**src/design/atp_map.svh**
```systemverilog
// offsets, field positions, reset values and pattern codes of the output trim and pattern block
`ifndef ATP_MAP_SVH
`define ATP_MAP_SVH

`define ATP_OFS_CUSTOM_HI 8'h51
`define ATP_OFS_CUSTOM_LO 8'h52
`define ATP_OFS_FINE_GAIN 8'h6a
`define ATP_OFS_PATTERN 8'h75
`define ATP_OFS_BIAS 8'h76

`define ATP_RST_REG 8'h00

`define ATP_PAT_LSB 0
`define ATP_PAT_MSB 2
`define ATP_BIAS_LSB 0
`define ATP_BIAS_MSB 5
`define ATP_TRIM_MSB 6
`define ATP_TRIM_SHIFT 13

`define ATP_PAT_NORMAL 3'h0
`define ATP_PAT_ZEROS 3'h1
`define ATP_PAT_ONES 3'h2
`define ATP_PAT_TOGGLE 3'h3
`define ATP_PAT_RAMP 3'h4
`define ATP_PAT_CUSTOM 3'h5

`define ATP_TOGGLE_14 14'h1555
`define ATP_TOGGLE_12 14'h0555
`define ATP_ONES_14 14'h3fff
`define ATP_ONES_12 14'h0fff
`define ATP_MID_14 14'h2000
`define ATP_MID_12 14'h0800
`define ATP_RAMP_DIV_12 2'h3

`define ATP_FIFO_DEPTH 8

`endif

```
**src/design/atp_pkg.sv**
```systemverilog
// types shared by the output trim and pattern block
package atp_pkg;

    typedef logic [13:0] atp_word_t;

    typedef struct packed {
        logic [7:0] fine_gain;
        logic [7:0] pattern;
        logic [7:0] bias;
        logic [7:0] custom_hi;
        logic [7:0] custom_lo;
        logic [7:0] rdata;
        logic toggle;
        atp_word_t ramp;
        logic [1:0] presc;
        atp_word_t tgt_a;
        atp_word_t tgt_b;
        atp_word_t out_data;
        logic out_valid;
    } atp_state_t;

endpackage

```
**src/design/atp_fifo_if.sv**
```systemverilog
// carrier between the conditioning logic and its sample fifo
`timescale 1ns/10ps
`default_nettype none

interface atp_fifo_if #(parameter int WIDTH = 14);
    logic push_valid;
    logic push_ready;
    logic [WIDTH-1:0] push_data;
    logic pop_valid;
    logic pop_ready;
    logic [WIDTH-1:0] pop_data;

    modport src (output push_valid, output push_data, output pop_ready,
                 input push_ready, input pop_valid, input pop_data);
    modport fifo (input push_valid, input push_data, input pop_ready,
                  output push_ready, output pop_valid, output pop_data);
endinterface

`default_nettype wire

```
**src/design/atp_top.sv**
```systemverilog
// output conditioning for channel B: fine gain trim, offset bias target and test patterns
`timescale 1ns/10ps
`default_nettype none
`include "atp_map.svh"

module atp_top (
    input wire logic CLK,
    input wire logic SRST,
    input wire logic SOFT_RESET,
    input wire logic RES_12BIT,
    input wire logic INDEP_CTRL,
    input wire logic REG_WE,
    input wire logic [7:0] REG_ADDR,
    input wire logic [7:0] REG_WDATA,
    output logic [7:0] REG_RDATA,
    input wire logic [13:0] ADC_DATA,
    input wire logic ADC_VALID,
    output logic ADC_READY,
    output logic [13:0] OUT_DATA,
    output logic OUT_VALID,
    input wire logic OUT_READY,
    output logic [13:0] TARGET_A,
    output logic [13:0] TARGET_B
);

    ////////////////////////////////////////////////////////////////////////////
    // state and carrier

    atp_pkg::atp_state_t s_q, s_d;
    logic push;
    logic [2:0] pat;
    logic [6:0] trim;
    atp_pkg::atp_word_t aligned;
    atp_pkg::atp_word_t gained;
    atp_pkg::atp_word_t cond;
    atp_pkg::atp_word_t mid;
    atp_pkg::atp_word_t bias_ext;
    logic signed [13:0] s_in;
    logic signed [21:0] prod;
    logic signed [8:0] add;
    logic signed [14:0] sum;
    logic signed [13:0] sat;

    atp_fifo_if #(.WIDTH(14)) fq ();

    atp_fifo #(.WIDTH(14), .DEPTH(`ATP_FIFO_DEPTH)) u_fifo (
        .clk(CLK),
        .srst(SRST),
        .port(fq.fifo)
    );

    ////////////////////////////////////////////////////////////////////////////
    // decoding helpers

    function automatic logic hit(input logic [7:0] addr, input logic [7:0] ofs);
        hit = addr == ofs;
    endfunction

    function automatic logic [7:0] reg_read(input logic [7:0] addr, input atp_pkg::atp_state_t st);
        reg_read = 8'h00;
        if (hit(addr, `ATP_OFS_FINE_GAIN)) begin
            reg_read = st.fine_gain;
        end else if (hit(addr, `ATP_OFS_PATTERN)) begin
            reg_read = {5'h00, st.pattern[`ATP_PAT_MSB:`ATP_PAT_LSB]};
        end else if (hit(addr, `ATP_OFS_BIAS)) begin
            reg_read = {2'h0, st.bias[`ATP_BIAS_MSB:`ATP_BIAS_LSB]};
        end else if (hit(addr, `ATP_OFS_CUSTOM_HI)) begin
            reg_read = st.custom_hi;
        end else if (hit(addr, `ATP_OFS_CUSTOM_LO)) begin
            reg_read = st.custom_lo;
        end
    endfunction

    ////////////////////////////////////////////////////////////////////////////
    // datapath

    always_comb begin
        s_d = s_q;
        pat = s_q.pattern[`ATP_PAT_MSB:`ATP_PAT_LSB];
        // the top trim bit is ignored: 128 steps only, so the trim stays below 0.134 dB
        trim = s_q.fine_gain[`ATP_TRIM_MSB:0];
        // 12-bit samples are lifted to the 14-bit grid so one saturating adder serves both
        aligned = RES_12BIT ? {ADC_DATA[11:0], 2'b00} : ADC_DATA;
        s_in = $signed({~aligned[13], aligned[12:0]});
        // coarse gain acts ahead of this block, the trim multiplies what it delivers
        prod = 22'(s_in) * $signed({15'h0000, trim});
        add = prod[21:`ATP_TRIM_SHIFT];
        sum = 15'(s_in) + 15'(add);
        if (sum > 15'sh1fff) begin
            sat = 14'sh1fff;
        end else if (sum < -15'sh2000) begin
            sat = -14'sh2000;
        end else begin
            sat = sum[13:0];
        end
        gained = {~sat[13], sat[12:0]};
        if (RES_12BIT) begin
            gained = {2'b00, gained[13:2]};
        end

        push = ADC_VALID && fq.push_ready;
        unique case (pat)
            `ATP_PAT_ZEROS: cond = 14'h0000;
            `ATP_PAT_ONES: cond = RES_12BIT ? `ATP_ONES_12 : `ATP_ONES_14;
            `ATP_PAT_TOGGLE: begin
                cond = RES_12BIT ? `ATP_TOGGLE_12 : `ATP_TOGGLE_14;
                if (s_q.toggle) begin
                    cond = RES_12BIT ? (cond ^ `ATP_ONES_12) : (cond ^ `ATP_ONES_14);
                end
            end
            `ATP_PAT_RAMP: cond = s_q.ramp;
            `ATP_PAT_CUSTOM: cond = {s_q.custom_hi[5:0], s_q.custom_lo};
            default: cond = gained;
        endcase
        if (RES_12BIT) begin
            cond = {2'b00, cond[11:0]};
        end

        // pattern sequences advance only on accepted samples (the 12-bit ramp on every fourth), so a stall never skips a step
        if (push) begin
            s_d.toggle = !s_q.toggle;
            if (!RES_12BIT) begin
                s_d.ramp = (s_q.ramp == `ATP_ONES_14) ? 14'h0000 : s_q.ramp + 14'h0001;
                s_d.presc = 2'h0;
            end else begin
                s_d.presc = s_q.presc + 2'h1;
                if (s_q.presc == `ATP_RAMP_DIV_12) begin
                    s_d.ramp = (s_q.ramp[11:0] == 12'hfff) ? 14'h0000 : {2'b00, s_q.ramp[11:0] + 12'h001};
                end
            end
        end
        if (pat != `ATP_PAT_RAMP) begin
            s_d.ramp = 14'h0000;
            s_d.presc = 2'h0;
        end

        mid = RES_12BIT ? `ATP_MID_12 : `ATP_MID_14;
        bias_ext = {{8{s_q.bias[`ATP_BIAS_MSB]}}, s_q.bias[`ATP_BIAS_MSB:`ATP_BIAS_LSB]};
        s_d.tgt_b = mid + bias_ext;
        s_d.tgt_a = INDEP_CTRL ? mid : mid + bias_ext;

        if (fq.pop_valid && (!s_q.out_valid || OUT_READY)) begin
            s_d.out_data = fq.pop_data;
            s_d.out_valid = 1'b1;
        end else if (OUT_READY) begin
            s_d.out_valid = 1'b0;
        end

        if (REG_WE) begin
            if (hit(REG_ADDR, `ATP_OFS_FINE_GAIN)) begin
                s_d.fine_gain = REG_WDATA;
            end
            if (hit(REG_ADDR, `ATP_OFS_PATTERN)) begin
                s_d.pattern = {5'h00, REG_WDATA[`ATP_PAT_MSB:`ATP_PAT_LSB]};
            end
            if (hit(REG_ADDR, `ATP_OFS_BIAS)) begin
                s_d.bias = {2'h0, REG_WDATA[`ATP_BIAS_MSB:`ATP_BIAS_LSB]};
            end
            if (hit(REG_ADDR, `ATP_OFS_CUSTOM_HI)) begin
                s_d.custom_hi = REG_WDATA;
            end
            if (hit(REG_ADDR, `ATP_OFS_CUSTOM_LO)) begin
                s_d.custom_lo = REG_WDATA;
            end
        end
        s_d.rdata = reg_read(REG_ADDR, s_q);
    end

    assign fq.push_valid = ADC_VALID;
    assign fq.push_data = cond;
    assign fq.pop_ready = !s_q.out_valid || OUT_READY;

    always_ff @(posedge CLK) begin
        if (SRST) begin
            s_q <= '0;
        end else if (SOFT_RESET) begin
            // software reset clears the settings, sequence state and targets; queued samples drain untouched
            s_q <= '0;
            s_q.out_data <= s_d.out_data;
            s_q.out_valid <= s_d.out_valid;
        end else begin
            s_q <= s_d;
        end
    end

    assign REG_RDATA = s_q.rdata;
    assign ADC_READY = fq.push_ready;
    assign OUT_DATA = s_q.out_data;
    assign OUT_VALID = s_q.out_valid;
    assign TARGET_A = s_q.tgt_a;
    assign TARGET_B = s_q.tgt_b;
endmodule

`default_nettype wire

```
**src/design/atp_fifo.sv**
```systemverilog
// sample fifo with registered ready and valid flags
`timescale 1ns/10ps
`default_nettype none

module atp_fifo #(
    parameter int WIDTH = 14,
    parameter int DEPTH = 8
) (
    input wire logic clk,
    input wire logic srst,
    atp_fifo_if.fifo port
);
    localparam int AW = $clog2(DEPTH);

    typedef struct packed {
        logic [DEPTH-1:0][WIDTH-1:0] mem;
        logic [AW-1:0] wr;
        logic [AW-1:0] rd;
        logic [AW:0] cnt;
        logic rdy;
        logic vld;
    } atp_fifo_st_t;

    atp_fifo_st_t s_q, s_d;
    logic push, pop;

    always_comb begin
        s_d = s_q;
        // flags are flops so that ready never depends on the drain side in the same cycle
        push = port.push_valid && s_q.rdy;
        pop = port.pop_ready && s_q.vld;
        if (push) begin
            s_d.mem[s_q.wr] = port.push_data;
            s_d.wr = (s_q.wr == AW'(DEPTH - 1)) ? '0 : s_q.wr + 1'b1;
        end
        if (pop) begin
            s_d.rd = (s_q.rd == AW'(DEPTH - 1)) ? '0 : s_q.rd + 1'b1;
        end
        s_d.cnt = s_q.cnt + (AW+1)'(push) - (AW+1)'(pop);
        s_d.rdy = s_d.cnt < (AW+1)'(DEPTH);
        s_d.vld = s_d.cnt != '0;
    end

    always_ff @(posedge clk) begin
        if (srst) begin
            s_q <= '0;
            s_q.rdy <= 1'b1;
        end else begin
            s_q <= s_d;
        end
    end

    assign port.push_ready = s_q.rdy;
    assign port.pop_valid = s_q.vld;
    assign port.pop_data = s_q.mem[s_q.rd];

endmodule

`default_nettype wire

```
**config.mk**
```make
export PLATFORM = sky130hd
export DESIGN_NAME = atp_top
export DESIGN_NICKNAME = d
export VERILOG_FILES = /design/src/design/atp_pkg.sv /design/src/design/atp_fifo_if.sv /design/src/design/atp_top.sv /design/src/design/atp_fifo.sv
export VERILOG_INCLUDE_DIRS = /design/src /design/src/design
export SDC_FILE = /design/constraint.sdc
export NUM_CORES = 1
export LEC_CHECK = 0
export ABC_CLOCK_PERIOD_IN_PS = 18300
export BUFFER_PORTS_ARGS = -buffer_cell sky130_fd_sc_hd__clkbuf_2
export CAP_MARGIN = 20
export CELL_PAD_IN_SITES_DETAIL_PLACEMENT = 1
export CELL_PAD_IN_SITES_GLOBAL_PLACEMENT = 2
export CORE_UTILIZATION = 30
export DETAILED_ROUTE_END_ITERATION = 8
export GPL_ROUTABILITY_DRIVEN = 0
export HOLD_SLACK_MARGIN = 0.08
export PLACE_DENSITY_LB_ADDON = 0.1
export SLEW_MARGIN = 40
export SYNTH_ARGS = -nofsm -noshare
export SYNTH_HDL_FRONTEND = slang
export SYNTH_SLANG_ARGS = --single-unit
```
**constraint.sdc**
```tcl
create_clock -name CLK -period 18.3 [get_ports CLK]
set_clock_uncertainty 0.15 [all_clocks]
set_input_delay 3.66 -clock CLK [delete_from_list [all_inputs] [get_ports CLK]]
set_output_delay 3.66 -clock CLK [all_outputs]
set_load 0.02 [all_outputs]
```
==> results of run 1 <==
-- area by class of cell --
type,instances,share of cell area
sequential,215,0.275
clock buffer,40,0.0468
inverter,133,0.0318
clock inverter,4,0.00215
tap,607,0.0484
multi-input combinational,1128,0.557
timing repair buffer,110,0.0389
-- per-stage QoR --
| step | utilization | total power (uW) | std cells | hold slack, ps |
|---|---|---|---|---|
| floorplan | - | 731 | 1617 | 276 |
| global placement | 0.319 | 804 | 2193 | 286 |
| detailed placement | 0.319 | 808 | 2193 | 297 |
| CTS | 0.336 | 1300 | 2237 | 305 |
| global route | 0.336 | 1350 | 2237 | 325 |
| finish | 0.336 | 1270 | 2237 | 303 |
-- sequential cells by signal, summed over array words and instances, names as in the netlist --
| name | count |
|---|---|
| u_fifo.s_q | 122 |
| TARGET_A | 9 |
| bias_ext | 6 |
| OUT_VALID | 1 |
| REG_RDATA | 8 |
| u_fifo.port.push_ready | 1 |
| u_fifo.port.pop_valid | 1 |
| pat | 3 |
| s_q | 41 |
| TARGET_B | 9 |
| OUT_DATA | 14 |
-- power breakdown --
part	switching, uW	internal, uW
logic	175	97.6
clock network	206	274
registers	19.1	501
total	400	872
-- worst max path at each step --
stage	slack, ps	cells past startpoint	startpoint	endpoint
global route	6070	28	RES_12BIT	u_fifo.s_q[54]
floorplan	6910	30	RES_12BIT	u_fifo.s_q[119]
CTS	6540	28	RES_12BIT	u_fifo.s_q[54]
finish	6780	28	RES_12BIT	u_fifo.s_q[54]
global placement	6010	28	RES_12BIT	u_fifo.s_q[112]
detailed placement	5980	28	RES_12BIT	u_fifo.s_q[54]
-- synthesized netlist by cell type, types with 4 or more instances --
| cell type | n | area share |
|---|---|---|
| a2111oi_2 | 14 | 0.015 |
| a211oi_1 | 32 | 0.017 |
| a21o_1 | 8 | 0.0042 |
| a21oi_1 | 158 | 0.056 |
| a21oi_2 | 6 | 0.0037 |
| a22oi_1 | 12 | 0.0063 |
| a31oi_1 | 13 | 0.0057 |
| and2_1 | 66 | 0.029 |
| and3_1 | 6 | 0.0026 |
| buf_1 | 9 | 0.0024 |
| buf_4 | 51 | 0.027 |
| clkbuf_1 | 78 | 0.021 |
| dfxtp_1 | 215 | 0.30 |
| fa_1 | 77 | 0.11 |
| ha_1 | 68 | 0.060 |
| inv_1 | 133 | 0.035 |
| maj3_2 | 5 | 0.0040 |
| mux2_2 | 9 | 0.0071 |
| mux2i_1 | 22 | 0.015 |
| mux4_2 | 28 | 0.044 |
| nand2_1 | 123 | 0.032 |
| nand2b_1 | 7 | 0.0031 |
| nand3_1 | 58 | 0.020 |
| nand3b_1 | 4 | 0.0021 |
| nand4_1 | 11 | 0.0048 |
| nor2_1 | 131 | 0.035 |
| nor2b_1 | 33 | 0.015 |
| nor3_1 | 20 | 0.0070 |
| o211ai_1 | 10 | 0.0053 |
| o21a_1 | 7 | 0.0037 |
| o21ai_0 | 89 | 0.031 |
| o21ai_1 | 7 | 0.0025 |
| o22a_1 | 4 | 0.0025 |
| or2_2 | 4 | 0.0018 |
| or3_1 | 4 | 0.0018 |
| xnor2_1 | 13 | 0.0080 |
| xor2_1 | 16 | 0.0099 |
-- critical path, delay by kind of cell --
kind,cells,cell delay [ps]
mux,1,530
simple gates,6,1420
buf+inv,4,610
xor+xnor,1,200
compound gates,10,2460
fa+ha+maj,6,2900
-- metal layers --
metal | global-route usage | vias up
met5 | 0 | -
met4 | 0.0375 | 0
met3 | 0.0160 | 47
met2 | 0.302 | 109
met1 | 0.262 | 5711
li1 | - | 5511
-- kinds of logic after synthesis --
family	count (synthesis)	synth area share
muxes	60	0.0680
DFF	215	0.303
xor gates and xnor gates	29	0.0179
buffers and inverters	274	0.0870
adders and majority gates	152	0.174
AOI/OAI and AO/OA	397	0.183
and+or+nand+nor	490	0.168
==> summary.txt, run 1 <==
Run status
  – Status: finished, violations left
  – Violated checks: design-rule violations

Power
  – Worst IR Drop VDD: about 0.065 mV
  – PwrDens: 81.2 nW/um^2
  – P_leak: 0.00627 uW

Route
  – Post-DR vias/cell: ~5
  – Routed met1 length: between 20000 and 25000 um
  – DR pass1 iterations: 6
  – WL per Instance: 19.6 um
  – Met2 wire length: slightly above 20000 um
  – Final WL: approximately 44000 um
  – Initial DRC Count: 629
  – DRC violations left: 11
  – Met3 routed WL: 900 um
  – Vias: 11378
  – Final ANT Viol Nets: 0
  – Highest Signal Layer: met4

Layout
  – Ratio of cells with drive above 1 in the final layout: 0.152
  – Ant diodes: 0
  – Post-layout nets: 1797
  – Commonest cells after routing, fill and taps aside: dfxtp_1, a21oi_1, inv_1
  – Fillcell total: 5453
  – Multi-input gate area: 8740 um^2
  – Commonest non-fill, non-tap cell in the layout: dfxtp_1
  – Area Overhead vs Synth: 10.3%
  – Storage element area: 4310 um^2
  – Post-route cell area: 15700 um^2

Global routing
  – First-pass GRT wire length: about 69000 um
  – Grt ovf: 0
  – Largest net degree at the start of global routing: 73
  – Total GRT Usage: 0.184
  – Vias in the first global route: 11787
  – Initial antenna violation count: 0

Hold path
  – Worst hold start: u_fifo.s_q[67]
  – Min-delay worst type: reg2reg
  – Sink of the worst hold path: u_fifo.s_q[67]
  – Hold path cells: 2

STA
  – Total negative slack: 0 ps
  – Min Tclk post-route: 11520 ps
  – Slew HR: 0.459
  – Fin crit share: 0.629
  – Setup ws final: slightly below 7000 ps
  – Pins Over Slew Limit: 0
  – RSZ-0062 raised after global routing: no
  – Slew @ Worst Pin: 810 ps
  – Maximum clock rate: 86.8 MHz
  – Final setup viols: 0
  – Final Hold Vio Count: 0

Die
  – Core footprint: 46700 um^2
  – Top-level I/O count: 90
  – Vert. Die Dim: 220 um
  – Starting density of the core: 0.305
  – Die W: 220 um
  – Die ar.: 48200 um^2
  – # rows: a little under 80

Worst setup path
  – Critical Path Fanout Max: 39
  – Largest stage delay, worst path: 600 ps
  – Crit path DAT: 11830 ps
  – Worst R2R End: u_fifo.s_q[54]
  – Reg2Reg Launch Point: s_q[104]
  – Kind of critical path: in2reg
  – R2R depth: 26
  – Reg2reg setup slack: 10020 ps
  – Startpoint types: primary input
  – Worst endpoint required time: 18610 ps
  – Crit-path slowest cell: o31ai_4
  – Cell mode on critical path: fa_1
  – Critical path endpoint category: flop

CTS
  – Clock Latency Late Sink: between 500 and 600 ps
  – CTS Hold Buffers Added: 0
  – # H-tree levels: 1
  – CTS tree: yes
  – Root buf cell: clkbuf_16
  – Number of setup buffers added after CTS: 0
  – CTS sink cnt: 215
  – CTS Buffer Depth: 3
  – Post-cts gate resize count: 0
  – Num CTS Buffers: 26
  – CTS clock-pin slew for the worst setup and hold paths: 60 ps

Run
  – Max-cap violations: 0

Synth
  – Synthesized area: 14200 um^2
  – Synthesized Nets: 1800
  – Count of cell types in the netlist: just over 80
  – Synth warn: 0
  – Commonest register cell after synthesis: dfxtp_1
  – #FFs+latches synth: 215
  – Post-synth EDFFs: 0
  – Async set-reset flop share out of synthesis: 0
  – Sequential cell area fraction in the yosys report: 0.303
  – Mapped Cells: around 1600
  – Avg Cell Area, Syn: 8.79 um^2

Placed design
  – Cell area after placement: 14900 um^2
  – Worst slack, placed: around 6000 ps
  – IO Port Bufs: 89
  – DP HPWL: between 30000 and 40000 um
No activity file was read; power rests on OpenSTA's default activity.
==> run 2, diff against run 1 <==
--- a/config.mk
+++ b/config.mk
@@ -6,7 +6,7 @@
 export SDC_FILE = /design/constraint.sdc
 export NUM_CORES = 1
 export LEC_CHECK = 0
-export ABC_CLOCK_PERIOD_IN_PS = 18300
+export ABC_CLOCK_PERIOD_IN_PS = 11600
 export BUFFER_PORTS_ARGS = -buffer_cell sky130_fd_sc_hd__clkbuf_2
 export CAP_MARGIN = 20
 export CELL_PAD_IN_SITES_DETAIL_PLACEMENT = 1
==> constraint.sdc (replaced) <==
create_clock -name CLK -period 11.6 [get_ports CLK]
set_clock_uncertainty 0.15 [all_clocks]
set_input_delay 2.32 -clock CLK [delete_from_list [all_inputs] [get_ports CLK]]
set_output_delay 2.32 -clock CLK [all_outputs]
set_load 0.02 [all_outputs]
==> run 2 against run 1 <==
The run still ends with design-rule violations left. Power increased by 63%. Global-route usage up 0.23 points. Via count decreased by 0.33%. Hold slack worse by 4.0 ps. Combinational power increased by 57%. Flip-flop and latch count unchanged. Wire length grew 0.98%. Sequential power is 58% higher. Largest cell class unchanged. Largest power group unchanged.
==> summary.txt, run 2 (synthesis results as in run 1) <==
Route
  – DRC violations left: 10
  – Final WL: 44200 um
  – Final ANT Viol Nets: 0
  – Post-DR vias/cell: 5.05
  – Initial DRC Count: 518
  – WL per Instance: about 20 um
  – DR pass1 iterations: 7
  – Vias: 11341

Layout
  – Area Overhead vs Synth: 11.0%
  – Max reg flops: 122
  – Post-layout nets: around 1800
  – Multi-input gate area: around 8700 um^2
  – Biggest register: u_fifo.s_q
  – Fillcell total: 5449
  – Ratio of cells with drive above 1 in the final layout: 0.157
  – Commonest non-fill, non-tap cell in the layout: dfxtp_1
  – Layout Cells excl Fill: approximately 2200
  – Commonest cells after routing, fill and taps aside: dfxtp_1, a21oi_1, inv_1
  – Storage element area: 4310 um^2
  – Ant diodes: 0

STA
  – Maximum clock rate: 98.8 MHz
  – Final setup viols: 0
  – Fin crit share: 0.872
  – Total negative slack: 0 ps
  – Slew @ Worst Pin: 834 ps
  – Slew HR: 0.443
  – RSZ-0062 raised after global routing: no
  – Min Tclk post-route: 10120 ps
  – Final Hold Vio Count: 0
  – Pins Over Slew Limit: 0

Power
  – Comb power frac: 0.206
  – Switching power: between 600 and 700 uW
  – Internal power: roughly 1400 uW
  – PwrDens: 131 nW/um^2
  – Clk pwr share: 0.397
  – P_leak: 0.00634 uW
  – Switching Share: 0.314
  – Tot Pwr: ~2100 uW
  – Sequential power share: 0.397
  – Worst IR Drop VDD: 0.104 mV

CTS
  – CTS Buffer Depth: 3
  – Num CTS Buffers: 27
  – Clock Latency Late Sink: 570 ps
  – Root buf cell: clkbuf_16
  – Number of setup buffers added after CTS: 0
  – CTS clock-pin slew for the worst setup and hold paths: around 60 ps
  – CTS Hold Buffers Added: 0
  – CTS tree: yes
  – Post-cts gate resize count: 0
  – CTS sink cnt: roughly 220
  – # H-tree levels: 1

Die
  – Starting density of the core: 0.305
  – Die ar.: 48200 um^2
  – Top-level I/O count: 90
  – Die W: 220 um
  – # rows: slightly below 80
  – Vert. Die Dim: 220 um
  – Core footprint: 46700 um^2

Run status
  – Status: finished, violations left
  – Violated checks: design-rule violations

Worst setup path
  – Crit path DAT: 10390 ps
  – Critical path endpoint category: flop
  – CP Buf/Inv Count: 3
  – Startpoint types: primary input
  – Top Family by Delay on Critical Path: adder cells
  – Worst endpoint required time: 11870 ps
  – Critical Path Fanout Max: 14
  – Largest stage delay, worst path: 670 ps
  – Cell mode on critical path: fa_1
  – Kind of critical path: in2reg
  – Crit-path slowest cell: mux2i_1

Placed design
  – DP HPWL: 31400 um
  – IO Port Bufs: 89
  – Post-Place Cells: about 2200

Global routing
  – Largest net degree at the start of global routing: 73
  – Total GRT Usage: 0.186
  – Grt ovf: 0
  – First-pass GRT wire length: between 60000 and 70000 um
  – Vias in the first global route: between 10000 and 15000
  – Initial antenna violation count: 0

Hold path
  – Min-delay worst type: reg2reg

Run
  – Max-cap violations: 0
==> run 2: tightest hold or removal path, stage by stage, from the launching register on <==
cell and delay [ps]:
dfxtp_1 310, inv_1 50, a21oi_1 50
==> run 2: area by class of cell <==
type / count / area share
multi-input combinational: 1128 / 0.553
sequential: 215 / 0.273
clock buffer: 41 / 0.0506
tap: 607 / 0.0481
timing repair buffer: 113 / 0.0400
inverter: 133 / 0.0316
clock inverter: 9 / 0.00412
==> run 2: power groups by stage <==
stage                     Clock (uW)  Combinational [uW]  Sequential (uW)
after floorplan                    0                 325              829
after global placement             0                 431              837
after detailed placement           0                 436              839
after CTS                        849                 439              823
after global routing             881                 475              828
final                            822                 427              822
==> run 2: per-layer routing <==
metal  routed length (um)  track usage
met1                22300        0.266
met2                20300        0.306
met3                  957       0.0156
met4                  631       0.0372
met5                    0            0
==> run 2: final timing paths <==
path | start | end | slack [ps] | cells after the start
hold reg to reg | u_fifo.port.pop_valid | OUT_VALID | 300 | 2
setup reg to reg | s_q[104] | u_fifo.s_q[69] | 3310 | 26
hold / removal | u_fifo.port.pop_valid | OUT_VALID | 300 | 2
setup / recovery | RES_12BIT | u_fifo.s_q[69] | 1480 | 27
==> run 2: metrics by stage <==
step           worst slack [ps]   util  hold WS, ps  cell area, um^2
2_1_floorplan              1550      -          276            14200
3_3_place_gp               1020  0.319          293            14900
3_5_place_dp                891  0.320          302            14900
4_1_cts                    1470  0.338          309            15800
5_1_grt                     884  0.338          321            15800
6_report                   1480  0.338          299            15800
